**src/verilog/dourc_pkg.sv**
```systemverilog
// package for the converter output update and reset control block
// assumes a 200 MHz core clock; shared by the control module and the testbench
package dourc_pkg;
  localparam int DOURC_CH = 8;
  localparam int DOURC_DW = 12;
  localparam int DOURC_AW = 5;
  // reset codes
  localparam logic [11:0] DOURC_ZERO_CODE = 12'h000;
  localparam logic [11:0] DOURC_MID_CODE = 12'h800;
  localparam logic [11:0] DOURC_OFS_USB = 12'h99a;
  localparam logic [11:0] DOURC_OFS_BTC = 12'h19a;
  localparam logic [11:0] DOURC_OFS_OFF = 12'h000;
  // serial word layout: rw, 5 address bits, 12 data bits, 6 spare bits
  localparam int DOURC_SR_LEN = 24;
  localparam int DOURC_RW_POS = 23;
  localparam int DOURC_ADDR_LSB = 18;
  localparam int DOURC_DATA_LSB = 6;
  // register addresses; channel data at 8..15
  localparam logic [4:0] DOURC_A_CH0 = 5'h08;
  localparam logic [4:0] DOURC_A_CFG = 5'h00;
  localparam logic [4:0] DOURC_A_MON = 5'h01;
  localparam logic [4:0] DOURC_A_GAIN = 5'h02;
  // configuration field positions
  localparam int DOURC_CFG_LD = 0;
  localparam int DOURC_CFG_SCE = 1;
  localparam int DOURC_CFG_PDA = 2;
  localparam int DOURC_CFG_PDB = 3;
  // monitor field positions
  localparam int DOURC_MON_EN = 4;
  // timing
  localparam int DOURC_CLK_PS = 5000;
  localparam int DOURC_RECOV_US = 200;
  localparam int DOURC_RECOV_CYC = (DOURC_RECOV_US * 1000000) / DOURC_CLK_PS;
  localparam int DOURC_ENG_CYC = 4;
  // sequencer states
  typedef enum logic [2:0] {
    DOURC_IDLE = 3'b001,
    DOURC_ENG = 3'b010,
    DOURC_HOLD = 3'b100
  } dourc_eng_e;
  // one channel's analog control
  typedef struct packed {
    logic [11:0] code;
    logic drive;
    logic gnd_tie;
  } dourc_out_s;
endpackage
```
**src/verilog/dourc_ctrl.sv**
```systemverilog
// channel latch update, clear, reset and power-down control
// assumes serial pins and control pins arrive asynchronously; core on clk
module dourc_ctrl #(
  parameter int RECOV_CYC = dourc_pkg::DOURC_RECOV_CYC
) (
  // clock and power-on reset
  input wire logic clk,
  input wire logic rst_n,
  // control pins
  input wire logic clear_n,
  input wire logic reset_pin_n,
  input wire logic load_strobe_n,
  input wire logic reset_value_select,
  input wire logic input_format_select,
  input wire logic single_supply,
  // serial pins
  input wire logic cs_n,
  input wire logic sclk,
  input wire logic sdi,
  output logic sdo,
  output logic sdo_oe,
  // channel outputs
  output dourc_pkg::dourc_out_s [7:0] chan_out,
  output logic [11:0] offset_code_a,
  output logic [11:0] offset_code_b,
  output logic offset_on,
  output logic [11:0] input_data,
  // monitor and status
  output logic [3:0] monitor_sel,
  output logic monitor_out_en,
  output logic async_mode,
  output logic [1:0] group_ready
);
  import dourc_pkg::*;

  // two-stage synchronisers for the clear, reset, strobe and serial pins
  logic [5:0] s1_r, s2_r, s3_r;
  always_ff @(posedge clk) begin
    s1_r <= {clear_n, reset_pin_n, load_strobe_n, cs_n, sclk, sdi};
    s2_r <= s1_r;
    s3_r <= s2_r;
  end
  logic clr_s, rstp_s, ld_s, cs_s, sck_s, sdi_s;
  assign {clr_s, rstp_s, ld_s, cs_s, sck_s, sdi_s} = s2_r;
  logic ld_fall, cs_rise, cs_fall, sck_fall;
  assign ld_fall = s3_r[3] & ~ld_s;
  assign cs_rise = ~s3_r[2] & cs_s;
  assign cs_fall = s3_r[2] & ~cs_s;
  assign sck_fall = s3_r[1] & ~sck_s;

  // reset values chosen by pins
  logic [11:0] rst_code, rst_ofs;
  assign rst_code = (reset_value_select == input_format_select) ? DOURC_ZERO_CODE : DOURC_MID_CODE;
  assign rst_ofs = single_supply ? DOURC_OFS_OFF : (input_format_select ? DOURC_OFS_BTC : DOURC_OFS_USB);
  logic hw_rst;
  assign hw_rst = ~rst_n | ~rstp_s;

  // update mode captured after power-on reset release
  logic mode_done_r, async_r;
  always_ff @(posedge clk) begin
    if (!rst_n) begin
      mode_done_r <= 1'b0;
      async_r <= 1'b0;
    end else if (!mode_done_r) begin
      mode_done_r <= 1'b1;
      async_r <= ~ld_s;
    end
  end
  assign async_mode = async_r;

  // serial shift register, blocked in reset or with chip select high
  logic [23:0] sr_r;
  logic [4:0] cnt_r;
  always_ff @(posedge clk) begin
    if (hw_rst || cs_fall) begin
      sr_r <= '0;
      cnt_r <= '0;
    end else if (!cs_s && sck_fall) begin
      sr_r <= {sr_r[22:0], sdi_s};
      if (cnt_r != 5'd24) cnt_r <= cnt_r + 5'd1;
    end
  end
  assign sdo = sr_r[DOURC_SR_LEN-1];
  assign sdo_oe = ~hw_rst & ~cs_s;
  logic wr_ev;
  logic [4:0] wa;
  logic [11:0] wd;
  assign wr_ev = cs_rise & ~hw_rst & (cnt_r == 5'd24) & ~sr_r[DOURC_RW_POS];
  assign wa = sr_r[DOURC_ADDR_LSB +: DOURC_AW];
  assign wd = sr_r[DOURC_DATA_LSB +: DOURC_DW];

  // control registers; clear does not touch them
  logic [11:0] cfg_r, mon_r, gain_r;
  logic ld_req;
  assign ld_req = wr_ev && wa == DOURC_A_CFG && wd[DOURC_CFG_LD];
  always_ff @(posedge clk) begin
    if (hw_rst) begin
      cfg_r <= '0;
      mon_r <= '0;
      gain_r <= '0;
    end else if (wr_ev) begin
      if (wa == DOURC_A_CFG) cfg_r <= wd & ~12'h001;
      if (wa == DOURC_A_MON) mon_r <= wd;
      if (wa == DOURC_A_GAIN) gain_r <= wd;
    end
  end
  assign monitor_sel = mon_r[3:0];
  assign monitor_out_en = mon_r[DOURC_MON_EN];

  // offset converters reload default on reset or gain change
  always_ff @(posedge clk) begin
    if (hw_rst || (wr_ev && wa == DOURC_A_GAIN && wd != gain_r)) begin
      offset_code_a <= rst_ofs;
      offset_code_b <= rst_ofs;
    end
  end
  assign offset_on = ~single_supply;

  // channel data registers, pending flags and latches
  logic [11:0] data_r [8];
  logic [11:0] latch_r [8];
  logic [7:0] pend_r, eng_pend_r;
  logic [2:0] eng_cnt_r;
  dourc_eng_e eng_r;
  logic correction_engine_enable;
  assign correction_engine_enable = cfg_r[DOURC_CFG_SCE];
  logic sync_load;
  assign sync_load = ~async_r & (ld_fall | ld_req) & clr_s;
  logic wr_ch;
  assign wr_ch = wr_ev & (wa >= DOURC_A_CH0) & (wa < DOURC_A_CH0 + 5'd8);

  // correction engine stand-in: writes one pending channel every few cycles
  logic [7:0] eng_bit;
  assign eng_bit = eng_pend_r & (~eng_pend_r + 8'd1);
  always_ff @(posedge clk) begin
    if (hw_rst) begin
      eng_r <= DOURC_IDLE;
      eng_cnt_r <= '0;
    end else begin
      unique case (eng_r)
        DOURC_IDLE: if (eng_pend_r != 0) eng_r <= DOURC_ENG;
        DOURC_ENG: begin
          eng_cnt_r <= eng_cnt_r + 3'd1;
          if (eng_cnt_r == 3'(DOURC_ENG_CYC - 1)) eng_r <= DOURC_HOLD;
        end
        DOURC_HOLD: begin
          eng_cnt_r <= '0;
          eng_r <= DOURC_IDLE;
        end
        default: eng_r <= DOURC_IDLE;
      endcase
    end
  end
  logic eng_wr;
  assign eng_wr = (eng_r == DOURC_HOLD);

  // data, pending and latch updates per channel
  always_ff @(posedge clk) begin
    for (int i = 0; i < DOURC_CH; i++) begin
      if (hw_rst) begin
        data_r[i] <= rst_code;
        latch_r[i] <= rst_code;
        pend_r[i] <= 1'b0;
        eng_pend_r[i] <= 1'b0;
      end else begin
        if (wr_ch && wa == DOURC_A_CH0 + 5'(i)) begin
          data_r[i] <= wd;
          if (correction_engine_enable) eng_pend_r[i] <= 1'b1;
          else if (async_r) latch_r[i] <= wd;
          else pend_r[i] <= 1'b1;
        end else if (eng_wr && eng_bit[i]) begin
          eng_pend_r[i] <= 1'b0;
          if (async_r) latch_r[i] <= data_r[i];
          else pend_r[i] <= 1'b1;
        end else if (sync_load && pend_r[i] && !eng_pend_r[i]) begin
          latch_r[i] <= data_r[i];
          pend_r[i] <= 1'b0;
        end
      end
    end
  end

  // clear hold: once cleared, stays until strobe low
  logic cleared_r;
  always_ff @(posedge clk) begin
    if (hw_rst) cleared_r <= 1'b0;
    else if (!clr_s) cleared_r <= 1'b1;
    else if (!ld_s) cleared_r <= 1'b0;
  end
  assign input_data = '0;

  // power-down recovery timers per group
  logic [1:0] pd;
  assign pd = {cfg_r[DOURC_CFG_PDB], cfg_r[DOURC_CFG_PDA]};
  logic [31:0] rec_r [2];
  always_ff @(posedge clk) begin
    for (int g = 0; g < 2; g++) begin
      if (hw_rst) rec_r[g] <= '0;
      else if (pd[g]) rec_r[g] <= 32'(RECOV_CYC);
      else if (rec_r[g] != 0) rec_r[g] <= rec_r[g] - 32'd1;
    end
  end
  assign group_ready = {~pd[1] & (rec_r[1] == 0), ~pd[0] & (rec_r[0] == 0)};

  // output drive per channel; group a = 0..3, group b = 4..7
  always_comb begin
    for (int i = 0; i < DOURC_CH; i++) begin
      chan_out[i].code = latch_r[i];
      chan_out[i].gnd_tie = cleared_r | ~clr_s | pd[i/4];
      chan_out[i].drive = ~chan_out[i].gnd_tie;
    end
  end
endmodule

```
**config.mk**
```make
export PLATFORM = sky130hd
export DESIGN_NAME = dourc_ctrl
export DESIGN_NICKNAME = d
export VERILOG_FILES = /design/src/verilog/dourc_pkg.sv /design/src/verilog/dourc_ctrl.sv
export SDC_FILE = /design/constraint.sdc
export NUM_CORES = 1
export LEC_CHECK = 0
export ABC_AREA = 1
export BUFFER_PORTS_ARGS = -buffer_cell sky130_fd_sc_hd__buf_2
export CAP_MARGIN = 20
export CORE_MARGIN = 2
export CORE_UTILIZATION = 25
export CTS_CLUSTER_DIAMETER = 120
export DETAILED_ROUTE_END_ITERATION = 6
export PLACE_DENSITY = 0.4
export RECOVER_POWER = 100
export REMOVE_ABC_BUFFERS = 1
export SKIP_LAST_GASP = 1
export SYNTH_ARGS = -nofsm -noshare
export SYNTH_HDL_FRONTEND = slang
export SYNTH_SLANG_ARGS = --single-unit
```
**constraint.sdc**
```tcl
create_clock -name clk -period 3 [get_ports clk]
set_input_delay 0.45 -clock clk [delete_from_list [all_inputs] [get_ports clk]]
set_output_delay 0.45 -clock clk [all_outputs]
set_load 0.02 [all_outputs]
```
# --- Word-level counts from Yosys, hierarchy flattened ---
# Memories as Yosys holds them, arrays and structs flattened.
# Index checks and enable logic that the tools add are counted.
totals:
  reg_bits: 102
  ram_bits: 256
  elab_cells: 481
  memories: 3
classes:
  addsub: 5
  order_cmp: 2
  eq_ne: 37
  muxes: 240
  bitwise: 72
  n_reduce_logical: 92
memory_table:
  columns: ["memory", "depth", "width", "rd", "rd_clocked_by_memory_dff", "write_ports", "line", "rtl"]
  rows:
  - ["data_r", 8, 12, 8, 0, 8, "dourc_ctrl.sv:120", "logic [11:0] data_r [8];"]
  - ["latch_r", 8, 12, 8, 0, 8, "dourc_ctrl.sv:121", "logic [11:0] latch_r [8];"]
  - ["rec_r", 2, 32, 2, 0, 2, "dourc_ctrl.sv:195", "logic [31:0] rec_r [2];"]
op_table:
  columns: ["op", "count"]
  rows:
  - ["$mux 12", 34]
  - ["$mux 1", 198]
  - ["$mux 32", 4]
  - ["$logic_not 32->1", 2]
  - ["$reduce_bool 32->1", 2]
  - ["$sub 32x1->32 const B", 2]
  - ["$reduce_and 2->1", 21]
  - ["$or 1x1->1", 41]
  - ["$eq 5x4->1 const B", 8]
  - ["$ne 2x2->1 const B", 19]
  - ["$logic_and 1x1->1", 37]
  - ["$reduce_bool 3->1", 8]
  - ["$reduce_bool 2->1", 9]
  - ["$not 1->1", 15]
  - ["$and 1x1->1", 14]
  - ["$ne 12x12->1", 1]
  - ["$pmux 3 s2", 2]
  - ["$logic_not 1->1", 9]
  - ["$add 8x1->8 const B", 1]
  - ["$and 8x8->8", 1]
  - ["$not 8->8", 1]
  - ["$reduce_bool 8->1", 1]
  - ["$eq 3x2->1 const B", 2]
  - ["$mux 3", 2]
  - ["other kinds (13)", 14]

# --- Logic depth before layout (Yosys ltp) ---
depth:
  depth_word: 19
  mapped_depth: 15

# --- Least setup slack after synthesis ---
# Ideal clock, no wire load.
synth_timing:
  path_type: "reg-to-reg"
  from: "memory rec_r[1][0]"
  to: "memory rec_r[1][0], enable pin"
  t_arrival_ps: 2184
  t_required_ps: 2439
  path_slack_ps: 255
  path_stages_with_launch: 10
  path_buffers: 0
  cell_sequence: "edfxtp_1 -> inv_1 -> ha_1 -> nand3_1 -> nor2_1 -> nand3_1 -> nor2_1 -> nand3_1 -> nor3_1 -> nand3_1"
synth_lines:
  columns: ["element", "line"]
  rows:
  - ["from (decl)", "dourc_ctrl.sv:195"]

==> flow_metrics.py <==
metrics = {
    "setup_path": {
        "crit_fanout": 4,
        "cp_top_family": "simple AND/OR/NAND/NOR gates",
        "worstSetupStartpointType": "flop",
        "cp_data_arrival_time_ns": 2.34,
        "slowest_delay_ns": 0.41,
        "critPathKind": "reg -> out",
        "path_buf_inv": 1,
        "crit_chain": "or2_2, nor2_1, nand2_1, nor3_2, nand4_1, nor2_2, buf_2",
        "cp-end-kind": "primary output",
        "cp.required_ns": 2.55,
        "slowest_stage": "edfxtp_1",
    },
    "yosys": {
        "yosys_warnings": 0,
        "async_flop_share_pct": 0,
        "yosysUniqueCellTypes": 45,
        "synth_ff_type": "edfxtp_1",
        "synth_area_mm2": 0.0164,
        "synth-edff-count": 258,
        "synthCells": 1828,
        "yosysSeqAreaShare_pct": 58.0,
        "synth-seq-cells": 347,
        "syn_avg_cell_area_um2": 8.99,
    },
    "timing": {
        "slew_violations": 0,
        "layout_min_cycle_time_ns": 2.79,
        "slew_headroom_pct": 24.6,
        "hold_viol": 0,
        "final.setup.tns_ns": 0,
        "setup_violations": 0,
        "rsz0062_at_grt": "yes",
        "fin_ws_ns": 0.205,
        "skew_ns": 0.0190,
        "timing.final.crit_share_pct": 93.2,
        "max_freq_mhz": 358,
        "tightest_slew_ns": 1.12,
    },
    "pwr": {
        "p_int_mw": 9.14,
        "p_seq_share_pct": 45.0,
        "power.density_mw_per_mm2": 674,
        "p_comb_share_pct": 17.6,
        "swShare_pct": 29.9,
        "leakage_nw": 7.80,
        "switching_power_mw": 3.91,
        "ir_drop_uv": 326,
        "p_clk_share_pct": 37.4,
    },
    "layout": {
        "mostFrequentLayoutCell": "nand2_1",
        "antenna_cells": 0,
        "layout_common_cells": "nand2_1 (399), nor2_1 (271), edfxtp_1 (258)",
        "drive_gt1_share_pct": 9.67,
        "area_growth_pct": 17.8,
        "nNetsFinal": 2011,
    },
    "routing": {
        "vias": 12800,
        "vias_per_cell": 4.42,
        "wl_met2_um": 23800,
        "first_pass_iters": 5,
        "wl_met1_um": 22300,
        "drt_iter0_markers": 795,
        "wl_per_cell_um": 17.2,
        "drtAntennaViolNets": 0,
        "highest_layer": "met5",
        "routed_wl_um": 49700,
        "drc": 0,
        "wl_met3_um": 2350,
    },
    "status": {
        "status": "finished clean",
    },
    "clock_tree": {
        "clock_path_buffers": 3,
        "cts.sinks": 347,
        "clk_latency_ns": 0.57,
        "clk_pin_slew_ns": 0.06,
        "cts_root_buf": "clkbuf_16",
        "tritoncts": "built",
        "numCtsBuffers": 42,
        "h-tree-depth": 2,
    },
    "die": {
        "start_util_pct": 25.1,
        "die_w_um": 260,
        "ioPinCount": 170,
        "dieArea_mm2": 0.0678,
        "rows": 94,
        "die_h_um": 260,
        "core-area_mm2": 0.0654,
    },
    "grt": {
        "grt_pass1_wl_um": 75300,
        "grt_use_total_pct": 14.6,
        "grt_overflow": 0,
        "antenna_found_initial": 2,
        "grt_max_degree": 141,
        "grt_pass1_vias": 12200,
    },
    "place": {
        "io_buffer_count": 145,
        "hpwl_um": 34200,
        "preCtsSetupSlack_ns": 0.231,
        "gp_congestion": 0.860,
    },
    "min_path": {
        "hold_path.class": "in -> reg",
    },
    "flow_run": {
        "maxCapViolations": 0,
    },
}
## power groups by stage
stage | logic [mW] | clock network, mW | registers (mW)
after global routing | 2.62 | 5.20 | 5.93
after detailed placement | 2.26 | 0 | 5.97
after floorplan | 1.55 | 0 | 6.01
after global placement | 2.26 | 0 | 5.97
final | 2.30 | 4.88 | 5.88
after CTS | 2.31 | 5.04 | 5.88
## repair_timing
| item | CTS | global route |
|---|---|---|
| hold endpoints to repair | 7 | 0 |
| gates resized for setup | 4 | 6 |
| pin swaps | 3 | 0 |
| setup buffers | 6 | 0 |
| hold buffers | 7 | 0 |
| endpoints found under the setup margin | 2 | 39 |
## synthesized netlist by cell type (2+ instances only)
cell	instances	area, um^2
a21oi_1	98	490
a22oi_1	3	22.5
buf_1	6	22.5
buf_2	21	105
buf_4	56	420
buf_6	7	78.8
clkbuf_1	39	146
clkinv_1	8	30.0
dfxtp_1	89	1780
edfxtp_1	258	7750
ha_1	6	75.1
inv_1	144	541
inv_2	2	7.51
nand2_1	398	1490
nand2_2	6	37.5
nand3_1	181	906
nand3_2	4	40.0
nand3b_1	2	15.0
nand4_1	47	294
nor2_1	276	1040
nor2_2	6	37.5
nor3_1	25	125
nor3_2	5	50.1
nor3b_1	5	37.5
nor4_1	7	43.8
o21ai_0	59	295
o21bai_1	2	15.0
or2_2	12	75.1
xnor2_1	17	149
xor2_1	24	210
## logic make-up (layout without fill, tap and decap cells)
kind of cell	Yosys count	count (layout)	share of synthesized area, %
xor gates and xnor gates	41	41	2.18
and+or+nand+nor	981	981	25.8
adders and majority gates	6	6	0.457
DFF	347	347	58.0
other	1	24	0.0228
AOI/OAI and AO/OA	169	169	5.32
buffers and inverters	283	458	8.22
## metal layers
layer	track usage [%]	vias to the layer above
li1	-	6358
met1	19.1	6056
met2	24.6	273
met3	2.47	80
met4	4.29	2
met5	0	-
## worst register-to-register path: cells and delay by family, from the launching register on
family / cells / cell delay [ns]
and+or+nand+nor: 4 / 0.90
DFF: 1 / 0.71
buffers and inverters: 3 / 0.79
## area by class of cell
type | instances | area [um^2]
clock buffers | 56 | 1150
well taps | 864 | 1080
clock inverters | 20 | 141
flip-flops and latches | 347 | 9530
inverters | 154 | 581
multi-input cells | 1221 | 5670
fillers | 7038 | 46000
repair buffers | 228 | 1210
## sequential cells by signal, summed over array words and instances, names as in the netlist, 6 cells and up
name and flops:
s2_r 6, data_r 96, pend_r 8, rec_r 64, sr_r 24, latch_r 96, eng_pend_r 8, s1_r 6
gain_r 12
## final timing paths
kind / from / to / slack (ns) / depth (start not counted)
max reg2reg: async_mode / latch_r[0][23] / 0.23 / 7
min: single_supply / offset_code_b[8] / 0.15 / 2
min reg2reg: s1_r[3] / s2_r[3] / 0.33 / 0
max: rec_r[0][8] / group_ready[0] / 0.21 / 7
## through the flow
step                cell area [um^2]  total power [mW]  utilization, %  std cells  hold slack (ns)
floorplan                      15800              7.56               -       1722            0.310
global placement               18100              8.23            27.7       2801            0.315
detailed placement             18100              8.24            27.7       2801            0.315
CTS                            19500              13.2            29.9       2890            0.110
global route                   19400              13.8            29.6       2890            0.139
finish                         19400              13.1            29.6       2890            0.147
Note: power is estimated with default switching activity, not from simulation.
